## src/inc/cfdcb_pkg.sv

```systemverilog
// Package for the channel filter and driver configuration bank.
// Assumes a host that reaches the bank through a three-wire serial port.
package cfdcb_pkg;
   localparam int ADDR_W = 7;
   localparam int DATA_W = 8;
   localparam int FRAME_BITS = 16;
   // Register indices, as printed.
   localparam logic [6:0] IDX_SERVO_HP = 7'h1B;
   localparam logic [6:0] IDX_DATA0_LP = 7'h1C;
   localparam logic [6:0] IDX_DATA1_LP = 7'h1D;
   localparam logic [6:0] IDX_DATA2_LP = 7'h1E;
   localparam logic [6:0] IDX_DATA3_LP = 7'h1F;
   localparam logic [6:0] IDX_SERVO0_LP = 7'h20;
   localparam logic [6:0] IDX_SERVO1_LP = 7'h21;
   localparam logic [6:0] IDX_BYPASS = 7'h2E;
   localparam logic [6:0] IDX_PROBE_A = 7'h2F;
   localparam logic [6:0] IDX_PROBE_B = 7'h30;
   localparam logic [6:0] IDX_DRV0 = 7'h31;
   localparam logic [6:0] IDX_TEST_LO = 7'h35;
   localparam logic [6:0] IDX_TEST_HI = 7'h3F;
   localparam int NUM_CFG = 14;
   localparam int NUM_DRV = 4;
   // Field positions.
   localparam int HP_SERVO1_LSB = 4;
   localparam int HP_SERVO0_LSB = 0;
   localparam int LP_RANGE_BIT = 7;
   localparam int DRV_TOGGLE_BIT = 7;
   localparam int PROBE_SLOT2_LSB = 4;
   localparam int PROBE_SLOT1_LSB = 2;
   localparam int PROBE_SLOT0_LSB = 0;
   // Reset values and writable masks.
   localparam logic [7:0] CFG_RESET = 8'h00;
   localparam logic [7:0] MASK_SIX = 8'h3F;
   localparam logic [7:0] MASK_FULL = 8'hFF;
   typedef enum logic [1:0] {
      PROBE_HIZ    = 2'b00,
      PROBE_PREAMP = 2'b01,
      PROBE_GAIN   = 2'b10,
      PROBE_FILTER = 2'b11
   } cfdcb_probe_t;
   typedef enum logic [1:0] {
      SP_IDLE  = 2'b00,
      SP_SHIFT = 2'b01,
      SP_DONE  = 2'b10
   } cfdcb_sp_state_t;
endpackage

```

## src/logic/cfdcb_top.sv

```systemverilog
// Configuration bank for filter cutoffs, bypass, probe select and write drivers.
// Assumes serial clock, enable and data are synchronous to clk_i; the host
// shifts a 16-bit frame, LSB first: read/write bit (write = 0), 7 address bits,
// 8 data bits, and the write takes effect when the enable falls.
// Behaviour
// - Servo high-pass codes: servo 1 in bits 7-4, servo 0 in bits 3-0.
// - Each data low-pass register: bit 7 doubles range, bits 6-0 cutoff code.
// - Each servo low-pass register: bit 7 doubles range, bits 6-0 cutoff code.
// - Six bypass bits, bit n for filter n+1; bits 7-6 read zero.
// - Probe select codes: 00 off, 01 preamp, 10 gain stage, 11 filter.
// - First probe register: bits 5-4, 3-2, 1-0 for data pairs 2, 1, 0.
// - Second probe register: servo bottom, servo top, data pair 3.
// - Driver bit 7 set toggles on write-data rising edge, else follows level.
// - Driver bits 6-0 hold the write current code, 0 to 127.
module cfdcb_top
   import cfdcb_pkg::*;
(
   // Clock and reset
   input  wire logic         clk_i,
   input  wire logic         sys_rst_i,
   // Serial port
   input  wire logic         ser_clk_i,
   input  wire logic         ser_en_i,
   input  wire logic         ser_data_i,
   output logic              ser_data_o,
   output logic              ser_data_oe_o,
   // Write data inputs, one per driver
   input  wire logic [3:0]   write_data_i,
   // Filter controls
   output logic [3:0]        servo0_highpass_code_o,
   output logic [3:0]        servo1_highpass_code_o,
   output logic [3:0]        data_range_double_o,
   output logic [27:0]       data_lowpass_code_o,
   output logic [1:0]        servo_range_double_o,
   output logic [13:0]       servo_lowpass_code_o,
   output logic [5:0]        filter_unity_gain_o,
   // Probe selects
   output cfdcb_pkg::cfdcb_probe_t probe_select_o [6],
   // Write drivers
   output logic [3:0]        driver_toggle_select_o,
   output logic [27:0]       driver_current_code_o,
   output logic [3:0]        driver_state_o
);
   import cfdcb_pkg::*;

   localparam int IDX_W = 4;

   cfdcb_sp_state_t  sp_state_q;
   logic [4:0]       bit_cnt_q;
   logic [15:0]      shift_q;
   logic             ser_clk_q;
   logic             wr_en_q;
   logic [IDX_W-1:0] wr_idx_q;
   logic [7:0]       wr_data_q;
   logic [7:0]       wr_mask_q;
   logic [IDX_W-1:0] rd_idx_q;
   logic [7:0]       rd_data;
   logic [8*NUM_CFG-1:0] all_regs;
   logic [7:0]       rd_shift_q;
   logic [3:0]       wdata_q;
   logic [7:0]       test_q [11];

   // Maps a printed register index to a slot in the memory; 15 means unmapped.
   function automatic logic [IDX_W-1:0] slot_of(input logic [6:0] idx);
      logic [IDX_W-1:0] s;
      s = 4'hF;
      if (idx >= IDX_SERVO_HP && idx <= IDX_SERVO1_LP) begin
         s = IDX_W'(idx - IDX_SERVO_HP);
      end else if (idx >= IDX_BYPASS && idx <= IDX_DRV0 + 7'(NUM_DRV - 1)) begin
         s = IDX_W'(idx - IDX_BYPASS + 7'd7);
      end
      return s;
   endfunction

   // Bits 7-6 of bypass and probe registers are unused and stay zero.
   function automatic logic [7:0] mask_of(input logic [IDX_W-1:0] s);
      return (s >= 4'd7 && s <= 4'd9) ? MASK_SIX : MASK_FULL;
   endfunction

   wire ser_rise = ser_clk_i && !ser_clk_q;
   wire [6:0] fr_addr = shift_q[7:1];
   wire       fr_read = shift_q[0];
   // After eight bits the read flag sits at bit 8; bit 0 still holds the previous frame.
   wire       hdr_read = shift_q[8];

   always_ff @(posedge clk_i) begin
      if (sys_rst_i) begin
         ser_clk_q <= 1'b0;
      end else begin
         ser_clk_q <= ser_clk_i;
      end
   end

   // Frame shifter. Bits arrive LSB first, so each new bit enters at the top.
   always_ff @(posedge clk_i) begin
      if (sys_rst_i) begin
         sp_state_q <= SP_IDLE;
         bit_cnt_q  <= '0;
         shift_q    <= '0;
      end else begin
         case (sp_state_q)
            SP_IDLE: begin
               if (ser_en_i) begin
                  sp_state_q <= SP_SHIFT;
                  bit_cnt_q  <= '0;
               end
            end
            SP_SHIFT: begin
               if (!ser_en_i) begin
                  sp_state_q <= SP_DONE;
               end else if (ser_rise && bit_cnt_q < 5'(FRAME_BITS)) begin
                  shift_q   <= {ser_data_i, shift_q[15:1]};
                  bit_cnt_q <= bit_cnt_q + 5'd1;
               end
            end
            SP_DONE: sp_state_q <= SP_IDLE;
            default: sp_state_q <= SP_IDLE;
         endcase
      end
   end

   // A complete write frame commits on the falling enable. The test range is
   // kept apart so a stray write cannot disturb the live controls.
   always_ff @(posedge clk_i) begin
      if (sys_rst_i) begin
         wr_en_q   <= 1'b0;
         wr_idx_q  <= '0;
         wr_data_q <= CFG_RESET;
         wr_mask_q <= MASK_FULL;
      end else begin
         wr_en_q <= sp_state_q == SP_DONE && bit_cnt_q == 5'(FRAME_BITS) && !fr_read
                    && slot_of(fr_addr) != 4'hF;
         wr_idx_q  <= slot_of(fr_addr);
         wr_data_q <= shift_q[15:8];
         wr_mask_q <= mask_of(slot_of(fr_addr));
      end
   end

   // Factory test registers keep their contents; the host is expected not to write them.
   genvar t;
   generate
      for (t = 0; t < 11; t++) begin : g_test
         always_ff @(posedge clk_i) begin
            if (sys_rst_i) begin
               test_q[t] <= CFG_RESET;
            end
         end
      end
   endgenerate

   cfdcb_regmem #(
      .DEPTH (NUM_CFG),
      .WIDTH (DATA_W),
      .IDX_W (IDX_W)
   ) u_mem (
      .clk_i     (clk_i),
      .sys_rst_i (sys_rst_i),
      .wr_en_i   (wr_en_q),
      .wr_idx_i  (wr_idx_q),
      .wr_data_i (wr_data_q),
      .wr_mask_i (wr_mask_q),
      .rd_idx_i  (rd_idx_q),
      .rd_data_o (rd_data),
      .all_o     (all_regs)
   );

   // Read frames: after the 8 header bits the device drives data LSB first.
   always_ff @(posedge clk_i) begin
      if (sys_rst_i) begin
         rd_idx_q      <= '0;
         rd_shift_q    <= '0;
         ser_data_o    <= 1'b0;
         ser_data_oe_o <= 1'b0;
      end else begin
         if (sp_state_q == SP_SHIFT && bit_cnt_q == 5'd8 && hdr_read) begin
            rd_idx_q <= slot_of(shift_q[15:9]);
         end
         if (sp_state_q == SP_SHIFT && bit_cnt_q == 5'd8 && hdr_read && !ser_clk_i) begin
            ser_data_oe_o <= 1'b1;
            ser_data_o    <= rd_data[0];
            rd_shift_q    <= {1'b0, rd_data[7:1]};
         end else if (ser_data_oe_o && ser_rise) begin
            ser_data_o <= rd_shift_q[0];
            rd_shift_q <= {1'b0, rd_shift_q[7:1]};
         end
         if (sp_state_q != SP_SHIFT || !ser_en_i) begin
            ser_data_oe_o <= 1'b0;
         end
      end
   end

   // Decoded controls, registered so every output comes from a flip-flop.
   always_ff @(posedge clk_i) begin
      if (sys_rst_i) begin
         servo0_highpass_code_o <= '0;
         servo1_highpass_code_o <= '0;
         data_range_double_o    <= '0;
         data_lowpass_code_o    <= '0;
         servo_range_double_o   <= '0;
         servo_lowpass_code_o   <= '0;
         filter_unity_gain_o    <= '0;
         driver_toggle_select_o <= '0;
         driver_current_code_o  <= '0;
      end else begin
         servo1_highpass_code_o <= all_regs[HP_SERVO1_LSB +: 4];
         servo0_highpass_code_o <= all_regs[HP_SERVO0_LSB +: 4];
         for (int i = 0; i < 4; i++) begin
            data_range_double_o[i]      <= all_regs[8*(1+i) + LP_RANGE_BIT];
            data_lowpass_code_o[7*i +: 7] <= all_regs[8*(1+i) +: 7];
            driver_toggle_select_o[i]   <= all_regs[8*(10+i) + DRV_TOGGLE_BIT];
            driver_current_code_o[7*i +: 7] <= all_regs[8*(10+i) +: 7];
         end
         for (int i = 0; i < 2; i++) begin
            servo_range_double_o[i]        <= all_regs[8*(5+i) + LP_RANGE_BIT];
            servo_lowpass_code_o[7*i +: 7] <= all_regs[8*(5+i) +: 7];
         end
         filter_unity_gain_o <= all_regs[8*7 +: 6];
      end
   end

   // Probe selects: slots 0-2 from the first register, 3-5 from the second.
   always_ff @(posedge clk_i) begin
      if (sys_rst_i) begin
         for (int i = 0; i < 6; i++) begin
            probe_select_o[i] <= PROBE_HIZ;
         end
      end else begin
         for (int i = 0; i < 3; i++) begin
            probe_select_o[i]   <= cfdcb_probe_t'(all_regs[8*8 + 2*i +: 2]);
            probe_select_o[i+3] <= cfdcb_probe_t'(all_regs[8*9 + 2*i +: 2]);
         end
      end
   end

   // Driver state: toggle on a rising write-data edge, or follow the level.
   always_ff @(posedge clk_i) begin
      if (sys_rst_i) begin
         wdata_q        <= '0;
         driver_state_o <= '0;
      end else begin
         wdata_q <= write_data_i;
         for (int i = 0; i < NUM_DRV; i++) begin
            if (driver_toggle_select_o[i]) begin
               if (write_data_i[i] && !wdata_q[i]) begin
                  driver_state_o[i] <= !driver_state_o[i];
               end
            end else begin
               driver_state_o[i] <= write_data_i[i];
            end
         end
      end
   end

   // Checks.
   servo_hp_map_a: assert property (@(posedge clk_i) disable iff (sys_rst_i)
      servo1_highpass_code_o == $past(all_regs[7:4]))
      else $error("servo high-pass code mismatch");
   data_lp_map_a: assert property (@(posedge clk_i) disable iff (sys_rst_i)
      {data_range_double_o[0], data_lowpass_code_o[6:0]} == $past(all_regs[15:8]))
      else $error("data low-pass mapping wrong");
   servo_lp_map_a: assert property (@(posedge clk_i) disable iff (sys_rst_i)
      {servo_range_double_o[1], servo_lowpass_code_o[13:7]} == $past(all_regs[55:48]))
      else $error("servo low-pass mapping wrong");
   bypass_top_zero_a: assert property (@(posedge clk_i) disable iff (sys_rst_i)
      all_regs[63:62] == 2'b00)
      else $error("bypass unused bits set");
   probe_a_map_a: assert property (@(posedge clk_i) disable iff (sys_rst_i)
      probe_select_o[2] == cfdcb_probe_t'($past(all_regs[69:68])))
      else $error("probe pair 2 select wrong");
   probe_b_map_a: assert property (@(posedge clk_i) disable iff (sys_rst_i)
      probe_select_o[5] == cfdcb_probe_t'($past(all_regs[77:76])))
      else $error("servo bottom probe select wrong");
   drv_follow_a: assert property (@(posedge clk_i) disable iff (sys_rst_i)
      !driver_toggle_select_o[0] |=> driver_state_o[0] == $past(write_data_i[0]))
      else $error("driver not following level");
   drv_toggle_a: assert property (@(posedge clk_i) disable iff (sys_rst_i)
      driver_toggle_select_o[0] && $rose(write_data_i[0]) |=>
      driver_state_o[0] != $past(driver_state_o[0]))
      else $error("driver did not toggle");
   drv_code_a: assert property (@(posedge clk_i) disable iff (sys_rst_i)
      driver_current_code_o[27:21] == $past(all_regs[110:104]))
      else $error("driver current code wrong");
   hold_value_a: assert property (@(posedge clk_i) disable iff (sys_rst_i)
      !wr_en_q |=> $stable(all_regs))
      else $error("register changed without write");
   probe_tie_a: assert property (@(posedge clk_i) disable iff (sys_rst_i)
      ##1 probe_select_o[0] == cfdcb_probe_t'($past(all_regs[65:64])))
      else $error("probe code not passed through");

   write_seen_c: cover property (@(posedge clk_i) disable iff (sys_rst_i) wr_en_q);
   read_seen_c: cover property (@(posedge clk_i) disable iff (sys_rst_i) ser_data_oe_o);
   toggle_seen_c: cover property (@(posedge clk_i) disable iff (sys_rst_i)
      driver_toggle_select_o[0] && $rose(write_data_i[0]));
endmodule

```

## src/logic/cfdcb_regmem.sv

```systemverilog
// Small register memory holding the configuration bytes.
// Assumes one write port and one read port in the same clock domain.
module cfdcb_regmem #(
   parameter int DEPTH  = 14,
   parameter int WIDTH  = 8,
   parameter int IDX_W  = 4
) (
   // Clock and reset
   input  wire logic             clk_i,
   input  wire logic             sys_rst_i,
   // Write port
   input  wire logic             wr_en_i,
   input  wire logic [IDX_W-1:0] wr_idx_i,
   input  wire logic [WIDTH-1:0] wr_data_i,
   input  wire logic [WIDTH-1:0] wr_mask_i,
   // Read port
   input  wire logic [IDX_W-1:0] rd_idx_i,
   output logic      [WIDTH-1:0] rd_data_o,
   // Whole contents
   output logic      [WIDTH*DEPTH-1:0] all_o
);
   logic [WIDTH-1:0] mem_q [DEPTH];

   genvar g;
   generate
      for (g = 0; g < DEPTH; g++) begin : g_word
         always_ff @(posedge clk_i) begin
            if (sys_rst_i) begin
               mem_q[g] <= '0;
            end else if (wr_en_i && wr_idx_i == IDX_W'(g)) begin
               mem_q[g] <= wr_data_i & wr_mask_i;
            end
         end
         assign all_o[g*WIDTH +: WIDTH] = mem_q[g];
      end
   endgenerate

   always_ff @(posedge clk_i) begin
      if (sys_rst_i) begin
         rd_data_o <= '0;
      end else if (int'(rd_idx_i) < DEPTH) begin
         rd_data_o <= mem_q[rd_idx_i];
      end else begin
         rd_data_o <= '0;
      end
   end
endmodule

```

## config.mk

```make
export PLATFORM = sky130hd
export DESIGN_NAME = cfdcb_top
export DESIGN_NICKNAME = d
export VERILOG_FILES = /design/src/inc/cfdcb_pkg.sv /design/src/logic/cfdcb_top.sv /design/src/logic/cfdcb_regmem.sv
export SDC_FILE = /design/constraint.sdc
export NUM_CORES = 1
export LEC_CHECK = 0
export BUFFER_PORTS_ARGS = -buffer_cell sky130_fd_sc_hd__buf_2
export CORE_ASPECT_RATIO = 1.5
export CORE_UTILIZATION = 46
export DETAILED_ROUTE_END_ITERATION = 12
export GPL_TIMING_DRIVEN = 0
export PLACE_DENSITY = 0.75
export SLEW_MARGIN = 10
export SYNTH_ARGS = -nofsm -noshare
export SYNTH_HDL_FRONTEND = slang
export SYNTH_SLANG_ARGS = --single-unit
export TNS_END_PERCENT = 30
```

## constraint.sdc

```tcl
create_clock -name clk_i -period 2.2 [get_ports clk_i]
set_input_delay 0 -clock clk_i [delete_from_list [all_inputs] [get_ports clk_i]]
set_output_delay 0 -clock clk_i [all_outputs]
set_load 0.02 [all_outputs]
```

==> results of run 1 <==
repair_timing:
| item | 4_1_cts | 5_1_grt |
|---|---|---|
| pin swaps | 0 | 0 |
| resized for setup | 4 | 8 |
| buffers inserted | 0 | 0 |
| hold buffers | 7 | 0 |
| endpoints found under the setup margin | 24 | 47 |
| hold endpoints to repair | 21 | 0 |
tightest hold or removal path: stages:
cell	delay, ps
buf_2	120
nor2_1	100
and3_1	190
path summary, 6_finish.rpt:
kind	depth (start not counted)	start	slack [ps]	to
max reg2reg	4	wr_en_q	10	u_mem.mem_q[0][7]
min reg2reg	1	u_mem.mem_q[4][1]	480	data_lowpass_code_o[22]
max	4	wr_en_q	10	u_mem.mem_q[0][7]
min	3	sys_rst_i	30	u_mem.mem_q[11][0]
per-stage QoR:
| step | cells | worst slack, ps |
|---|---|---|
| 2_1_floorplan | 867 | 374 |
| 3_3_place_gp | 1302 | -188 |
| 3_5_place_dp | 1302 | -244 |
| 4_1_cts | 1357 | 8.89 |
| 5_1_grt | 1357 | -43.1 |
| 6_report | 1358 | 9.99 |
kinds of logic (layout without fill, tap and decap cells):
| group | after synthesis | in the layout |
|---|---|---|
| XOR/XNOR | 5 | 5 |
| flip-flops | 285 | 285 |
| adder cells (fa/ha/maj) | 8 | 8 |
| AND/OR/NAND/NOR | 370 | 370 |
| buffers and inverters | 72 | 247 |
| other | 0 | 1 |
| multiplexers | 62 | 62 |
| AO/OA/AOI/OAI | 65 | 65 |
sequential cells by signal (all words and copies together) (netlist names), 5 cells and up:
name and count:
bit_cnt_q 5, data_lowpass_code_o 28, driver_current_code_o 28, filter_unity_gain_o 6, probe_select_o 12, rd_shift_q 7
servo_lowpass_code_o 14, shift_q 16, u_mem.mem_q 112, u_mem.rd_data_o 8, wr_data_q 8
cell usage in the layout (no fill, tap or decap), types with 6 or more instances in the layout:
cell           synthesis  routed
ha_1                   8       8
o21ai_0               15       6
clkbuf_16              0      31
and3_1                74      74
nand2b_1              10      10
mux2_2                 8       8
dfxtp_1              173     173
a21oi_1                8       8
and2_1                13      13
a211oi_1               7       7
edfxtp_1             112     112
buf_1                  6       7
a32oi_1                6       6
nand2_1               35      35
mux4_2                32      32
nor3_1                 8       7
nor2_1                78      77
o21ai_1                7      16
buf_2                  4     124
inv_1                 10      10
nor2b_1              128     128
dlygate4sd3_1          0       7
mux2i_1               22      22
clkbuf_1              45      45
metal layers:
metal | vias up | GRT usage
li1 | 3347 | -
met1 | 3437 | 0.226
met2 | 353 | 0.404
met3 | 87 | 0.0318
met4 | 0 | 0.107
met5 | - | 0
final cells by class:
cell class / instances / area, um^2
Clock buffer: 39 / 846
Inverter: 11 / 41.3
Buffer: 61 / 275
Multi-Input combinational cell: 510 / 3670
Antenna cell: 1 / 2.50
Timing Repair Buffer: 127 / 671
Sequential cell: 285 / 6830
Fill cell: 1908 / 10200
Tap cell: 315 / 394
Clock inverter: 9 / 83.8
Yosys cell counts (4+ instances only):
cell type / instances / area [um^2]
a211oi_1: 7 / 52.6
ha_1: 8 / 100
buf_1: 6 / 22.5
dfxtp_1: 173 / 3460
mux2i_1: 22 / 220
inv_1: 10 / 37.5
nand2b_1: 10 / 62.6
mux4_2: 32 / 721
nor3_1: 8 / 40.0
a32oi_1: 6 / 52.6
edfxtp_1: 112 / 3360
mux2_2: 8 / 90.1
and3_1: 74 / 463
nand2_1: 35 / 131
o21ai_0: 15 / 75.1
clkbuf_1: 45 / 169
buf_2: 4 / 20.0
nor2_1: 78 / 293
a21oi_1: 8 / 40.0
nand3_1: 5 / 25.0
o21ai_1: 7 / 35.0
nor2b_1: 128 / 801
and2_1: 13 / 81.3
power by group through the flow:
stage / clock network [mW] / registers (mW) / logic (mW)
2_1_floorplan: 0 / 6.03 / 0.250
3_3_place_gp: 0 / 5.93 / 0.607
3_5_place_dp: 0 / 5.93 / 0.616
4_1_cts: 4.80 / 5.82 / 0.628
5_1_grt: 4.99 / 5.84 / 0.665
6_report: 4.76 / 5.82 / 0.626
==> results_dict.tcl, run 1 <==
set metrics [dict create \
    nets 1040 \
    swShare 0.221 \
    vias 7224 \
    synthSimpleGateAreaFrac 0.190 \
    synth_top_family_by_area "simple AND/OR/NAND/NOR gates" \
    clk_pin_slew_ps 70 \
    ys.flop_type "dfxtp_1" \
    p_comb_frac 0.056 \
    slew-limit-headroom 0.151 \
    syn_nets 884 \
    dp.final_hpwl_um 18900 \
    synthMuxAreaShare 0.0955 \
    grt_pass1_vias 7139 \
    ys_warn_count 0 \
    syn_avg_cell_area_um2 12.5 \
    gp_congestion 0.921 \
    top_layer "met4" \
    ys_types 56 \
    crit_path_top_delay_cell "nor3b_2" \
    grt_max_degree 16 \
    core.rowCount 68 \
    totalPowerFinal_mw 11.2 \
    cts_sinks 285 \
    tightestPinTransition_ps 1260 \
    grt_overflow_total 0 \
    io_buffer_count 120 \
    path_class "register to register" \
    fin_crit_sh 0.995 \
    clk_path_buf_depth 3 \
    fmaxAchievable_mhz 457 \
    initial_utilization 0.468 \
    cts_tree "built" \
    ys_async_sr_fraction 0 \
    synthAdderAreaFrac 0.00927 \
    required_ps 2400 \
    arrival_ps 2390 \
    grt_util_all_layers 0.213 \
    wl_per_cell_um 19.0 \
    syn_area_um2 10800 \
    p_switching_mw 2.48 \
    synth-seq-area-share 0.632 \
    worst-path-max-fanout 10 \
    design_area_um2 12800 \
    synth-seq-cells 285 \
    wl_met3_um 1600 \
    syn_inst 867 \
    power.internal_mw 8.73 \
    antenna_left 0 \
    min_period_ps 2190 \
    die_w_um 127 \
    die_h_um 190 \
    yosys.area_share.xor_xnor 0.00406 \
    wl_met2_um 13800 \
    clock-skew-final_ps 20.0 \
    power_density_nw_per_um2 875 \
    max-vdd-ir-drop_mv 0.585 \
    fin_tns_setup_ps 0 \
    route.detailed.drc 0 \
    die_area_um2 24100 \
    numCtsBuffers 27 \
    p_seq_frac 0.519 \
    critical-path-top-delay-family "simple AND/OR/NAND/NOR gates" \
    power_frac_clock 0.425 \
    avgViaCountPerCell 5.32 \
    min_path_type "input pin to register" \
    whs_ps 32.5 \
    end_kind "register" \
    drtIter0Drc 578 \
    wl_um 25800 \
    wl_met1_um 9320 \
    crit_chain "nor3b_2 -> clkbuf_1 -> nand2_1 -> nand2_1" \
    hold_violations 0 \
    slowest_delay_ps 560 \
    drive_above_1_share 0.215 \
    cts-root-buf "clkbuf_16" \
    drv_cap 0 \
    firstDrtPassIters 5 \
    setup_viol 0 \
    final_core_util 0.556 \
    status "finished, final reports clean" \
    htree_levels 1 \
    maxSlewViolCount 0 \
    crit_top_cell "nand2_1" \
    p_leak_nw 5.06 \
    areaGrowthSynthToFinish_pct 18.7 \
    dpl_cell_area_um2 11800 \
    num_io_pins 121 \
    antenna_found_initial 0 \
    rsz0062_at_grt "yes" \
    cp_num_buf_inv 1 \
    core_um2 23100 \
    synth_edf_count 112 \
    grt_pass1_wl_um 38500 \
    clk_latency_ps 550 \
    worstSetupStartpointType "register" \
    synth-compound-area-share 0.0403 \
]
Power figures use the tool's default switching activity.
==> run 2: changes to the inputs <==
--- a/config.mk
+++ b/config.mk
@@ -7,10 +7,10 @@
 export LEC_CHECK = 0
 export BUFFER_PORTS_ARGS = -buffer_cell sky130_fd_sc_hd__buf_2
 export CORE_ASPECT_RATIO = 1.5
-export CORE_UTILIZATION = 46
+export CORE_UTILIZATION = 40
 export DETAILED_ROUTE_END_ITERATION = 12
 export GPL_TIMING_DRIVEN = 0
-export PLACE_DENSITY = 0.75
+export PLACE_DENSITY = 0.68
 export SLEW_MARGIN = 10
 export SYNTH_ARGS = -nofsm -noshare
 export SYNTH_HDL_FRONTEND = slang
==> results_dict.tcl, run 2 (synthesis results as in run 1) <==
set metrics [dict create \
    status "finished with violations" \
    violations "negative setup slack" \
    die_h_um 203 \
    gp_congestion 0.920 \
    mostFrequentLayoutCells "dfxtp_1, nor2b_1, buf_2" \
    worst-path-max-fanout 10 \
    areaGrowthSynthToFinish_pct 18.7 \
    fin_tns_setup_ps -1.85 \
    drive_above_1_share 0.215 \
    cts_tree "built" \
    cts_sinks 285 \
    dp.final_hpwl_um 19600 \
    grt_overflow_total 0 \
    htree_levels 1 \
    die_w_um 136 \
    firstDrtPassIters 5 \
    cts-root-buf "clkbuf_16" \
    grt_pass1_vias 6992 \
    largest_reg_flops 112 \
    core_um2 26500 \
    worstSetupStartpointType "register" \
    dpl_cell_area_um2 11800 \
    largest-register "u_mem.mem_q" \
    power_density_nw_per_um2 863 \
    drv_cap 0 \
    grt_util_all_layers 0.192 \
    design_area_um2 12800 \
    die_area_um2 27700 \
    vias 7072 \
    min_period_ps 2200 \
    num_io_pins 121 \
    wl_um 26400 \
    worst_slack_ps -0.791 \
    diodes 0 \
    clock-skew-final_ps 10.7 \
    slew-limit-headroom 0.205 \
    io_buffer_count 120 \
    max-vdd-ir-drop_mv 0.754 \
    layout_commonest_cell "dfxtp_1" \
    tightestPinTransition_ps 1180 \
    post_cts_buffers 0 \
    numCtsBuffers 27 \
    drtIter0Drc 541 \
    dp_slack_ps -228 \
    wl_per_cell_um 19.1 \
    maxSlewViolCount 0 \
    required_ps 2380 \
    avgViaCountPerCell 5.12 \
    grt_pass1_wl_um 39900 \
    antenna_found_initial 1 \
    end_kind "register" \
    arrival_ps 2380 \
    path_class "register to register" \
    hold_violations 0 \
    nets 1040 \
    fin_crit_sh 1.00 \
    p_leak_nw 5.04 \
    whs_ps 51.3 \
    clk_path_buf_depth 3 \
    reg_top3 "u_mem.mem_q: 112 flops, data_lowpass_code_o: 28 flops, driver_current_code_o: 28 flops" \
    min_path_type "input pin to register" \
    clk_pin_slew_ps 70 \
    route.detailed.drc 0 \
    setup_viol 4 \
    core.rowCount 73 \
    clk_latency_ps 530 \
    fmaxAchievable_mhz 454 \
    grt_max_degree 16 \
    initial_utilization 0.408 \
    rsz0062_at_grt "yes" \
    antenna_left 0 \
]
run 2: layout make-up:
cell class                 count  area [um^2]
clock inverter                14          109
fill                        2385        13700
inverter                      11         41.3
clock buffer                  35          788
tap                          337          422
multi-input combinational    510         3680
timing repair buffer         127          671
buffer                        61          277
sequential                   285         6830
run 2: timing repair:
action / 4_1_cts / 5_1_grt
gates resized for setup: 6 / 8
endpoints found under the setup margin: 33 / 36
hold endpoints to repair: 17 / 0
hold buffers: 7 / 0
run 2: metrics by stage:
step / std cells / power [mW] / utilization
after CTS: 1380 / 11.1 / 0.483
final: 1380 / 11.1 / 0.484
after floorplan: 867 / 6.28 / -
after global placement: 1324 / 6.54 / 0.446
after global routing: 1380 / 11.4 / 0.484
after detailed placement: 1324 / 6.55 / 0.446
run 2: final timing paths:
check	from	cells after the start	to	slack [ps]
max	wr_en_q	4	u_mem.mem_q[0][4]	-0.8
max reg2reg	wr_en_q	4	u_mem.mem_q[0][4]	-0.8
min reg2reg	u_mem.mem_q[4][7]	1	data_range_double_o[3]	480
min	sys_rst_i	3	u_mem.mem_q[11][4]	50
run 2: power by group:
part / internal, mW / switching [mW]
Sequential: 5.71 / 0.107
Clock: 2.65 / 1.96
Combinational: 0.221 / 0.406
run 2: worst max-delay path: stages (launching register included):
cell      delay [ps]
dfxtp_1          410
nor3b_2          490
clkbuf_1         460
nand2_1          120
nand2_1          370
run 2: routing by layer:
layer  GRT usage  up-vias  wire length, um  part of all wire
li1            -     3342                -                 -
met1       0.210     3391             9460              0.36
met2       0.355      271            14000              0.53
met3      0.0301       66             1690             0.064
met4      0.0940        2             1240             0.047
met5           0        -               13           0.00049
==> run 3: changes to the inputs <==
--- a/config.mk
+++ b/config.mk
@@ -11,7 +11,7 @@
 export DETAILED_ROUTE_END_ITERATION = 12
 export GPL_TIMING_DRIVEN = 0
 export PLACE_DENSITY = 0.68
-export SLEW_MARGIN = 10
+export SLEW_MARGIN = 20
 export SYNTH_ARGS = -nofsm -noshare
 export SYNTH_HDL_FRONTEND = slang
 export SYNTH_SLANG_ARGS = --single-unit
==> constraint.sdc (replaced) <==
create_clock -name clk_i -period 2.2 [get_ports clk_i]
set_input_delay 0 -clock clk_i [delete_from_list [all_inputs] [get_ports clk_i]]
set_output_delay 0 -clock clk_i [all_outputs]
set_load 0.01 [all_outputs]
==> results_dict.tcl, run 3 (synthesis results as in run 1) <==
set metrics [dict create \
    status "finished, final reports clean" \
    htree_levels 1 \
    power_density_nw_per_um2 857 \
    swShare 0.218 \
    path_class "register to register" \
    design_area_um2 12800 \
    wl_um 26400 \
    num_io_pins 121 \
    power.internal_mw 8.58 \
    largest_reg_flops 112 \
    vias 7101 \
    p_comb_frac 0.050 \
    core_um2 26500 \
    core.rowCount 73 \
    grt_pass1_vias 6992 \
    r2r_end "u_mem.rd_data_o[7]" \
    r2r_slack_ps 60 \
    fin_crit_sh 0.973 \
    grt_pass1_wl_um 39900 \
    p_seq_frac 0.530 \
    dp.final_hpwl_um 19600 \
    avgViaCountPerCell 5.15 \
    rsz0062_at_grt "no" \
    die_w_um 136 \
    end_kind "register" \
    final_core_util 0.484 \
    max-vdd-ir-drop_mv 0.746 \
    p_switching_mw 2.40 \
    route.detailed.drc 0 \
    endpoint "u_mem.rd_data_o[7]" \
    setup_viol 0 \
    required_ps 2610 \
    wl_per_cell_um 19.1 \
    cts_tree "built" \
    rr_worst_depth 5 \
    dpl_cell_area_um2 11800 \
    crit_path_top_delay_cell "mux4_2" \
    drv_cap 0 \
    min_path_type "input pin to register" \
    clock-skew-final_ps 14.4 \
    min_period_ps 2140 \
    largest-register "u_mem.mem_q" \
    drtIter0Drc 512 \
    slew-limit-headroom 0.187 \
    diodes 0 \
    crit_chain "buf_2 -> buf_2 -> mux4_2 -> mux4_2 -> nor2b_1" \
    fill_cells 2384 \
    holdCritStartpoint "sys_rst_i" \
    cts-root-buf "clkbuf_16" \
    fmaxAchievable_mhz 467 \
    tightestPinTransition_ps 1210 \
    fin_tns_setup_ps 0 \
    arrival_ps 2550 \
    layout_commonest_cell "dfxtp_1" \
    nets 1040 \
    maxSlewViolCount 0 \
    drive_above_1_share 0.215 \
    io_buffer_count 120 \
    hold_violations 0 \
    reg_top3 "u_mem.mem_q: 112 flops, data_lowpass_code_o: 28 flops, driver_current_code_o: 28 flops" \
    power_frac_clock 0.420 \
    numCtsBuffers 27 \
    die_h_um 203 \
    antenna_left 0 \
    antenna_found_initial 1 \
    grt_util_all_layers 0.192 \
    r2r_start "rd_idx_q[1]" \
    worstSetupStartpointType "register" \
    clk_latency_ps 540 \
    slowest_delay_ps 530 \
    clk_pin_slew_ps 70 \
    grt_max_degree 16 \
    gp_congestion 0.920 \
    grt_overflow_total 0 \
    firstDrtPassIters 4 \
    clk_path_buf_depth 3 \
    areaGrowthSynthToFinish_pct 18.7 \
    cts_sinks 285 \
    worst-path-max-fanout 10 \
    mostFrequentLayoutCells "dfxtp_1, nor2b_1, buf_2" \
    cp-startpoint "rd_idx_q[1]" \
    initial_utilization 0.408 \
    die_area_um2 27700 \
    p_leak_nw 5.05 \
]
[run 3: how the worst min path moves through the flow]
stage	to	slack, ps	depth (start not counted)
2_1_floorplan	sp_state_q[1]	80	1
3_3_place_gp	sp_state_q[1]	200	2
3_5_place_dp	sp_state_q[1]	210	2
4_1_cts	u_mem.mem_q[11][4]	20	3
5_1_grt	u_mem.mem_q[8][0]	50	3
6_report	u_mem.mem_q[11][4]	50	3
[run 3: layer usage]
| layer | track usage | vias to the layer above | share of wire | wire (um) |
|---|---|---|---|---|
| li1 | - | 3349 | - | - |
| met1 | 0.210 | 3413 | 0.36 | 9480 |
| met2 | 0.355 | 277 | 0.53 | 14100 |
| met3 | 0.0301 | 60 | 0.062 | 1650 |
| met4 | 0.0940 | 2 | 0.045 | 1180 |
| met5 | 0 | - | 0.00049 | 13 |
[run 3: area by class of cell]
class | instances | area (um^2) | area share
sequential | 285 | 6830 | 0.533
multi-input combinational | 510 | 3680 | 0.287
clock buffer | 35 | 788 | 0.0615
timing repair buffer | 127 | 671 | 0.0523
tap | 337 | 422 | 0.0329
buffer | 61 | 277 | 0.0216
clock inverter | 14 | 109 | 0.00849
inverter | 11 | 41.3 | 0.00322
[run 3: power by group through the flow]
stage               clock network, mW  registers [mW]  logic [mW]
global placement                    0            5.93       0.532
finish                           4.61            5.82       0.546
detailed placement                  0            5.93       0.537
global route                     4.89            5.84       0.589
CTS                              4.67            5.82       0.550
floorplan                           0            5.95       0.250
[run 3: stage by stage]
step / setup slack [ps] / std cells / power [mW] / hold slack, ps
finish: 59.8 / 1380 / 11.0 / 48.5
global route: 4.45 / 1380 / 11.3 / 52.6
CTS: 26.4 / 1380 / 11.0 / 23.2
detailed placement: -228 / 1324 / 6.47 / 209
global placement: -223 / 1324 / 6.46 / 201
floorplan: 374 / 867 / 6.20 / 76.8
[run 3: what timing repair did]
item	in CTS	in global routing
hold buffers	7	0
pin swaps	0	0
setup buffers	0	0
endpoints found under the hold margin	17	0
setup endpoints to repair	17	28
resized for setup	4	8
[run 3: worst max-delay path, delay by kind of cell, from the launching register on]
kind / cells / cell delay (ps)
flip-flops: 1 / 300
multiplexers: 2 / 940
AND/OR/NAND/NOR: 1 / 170
buffers and inverters: 2 / 590
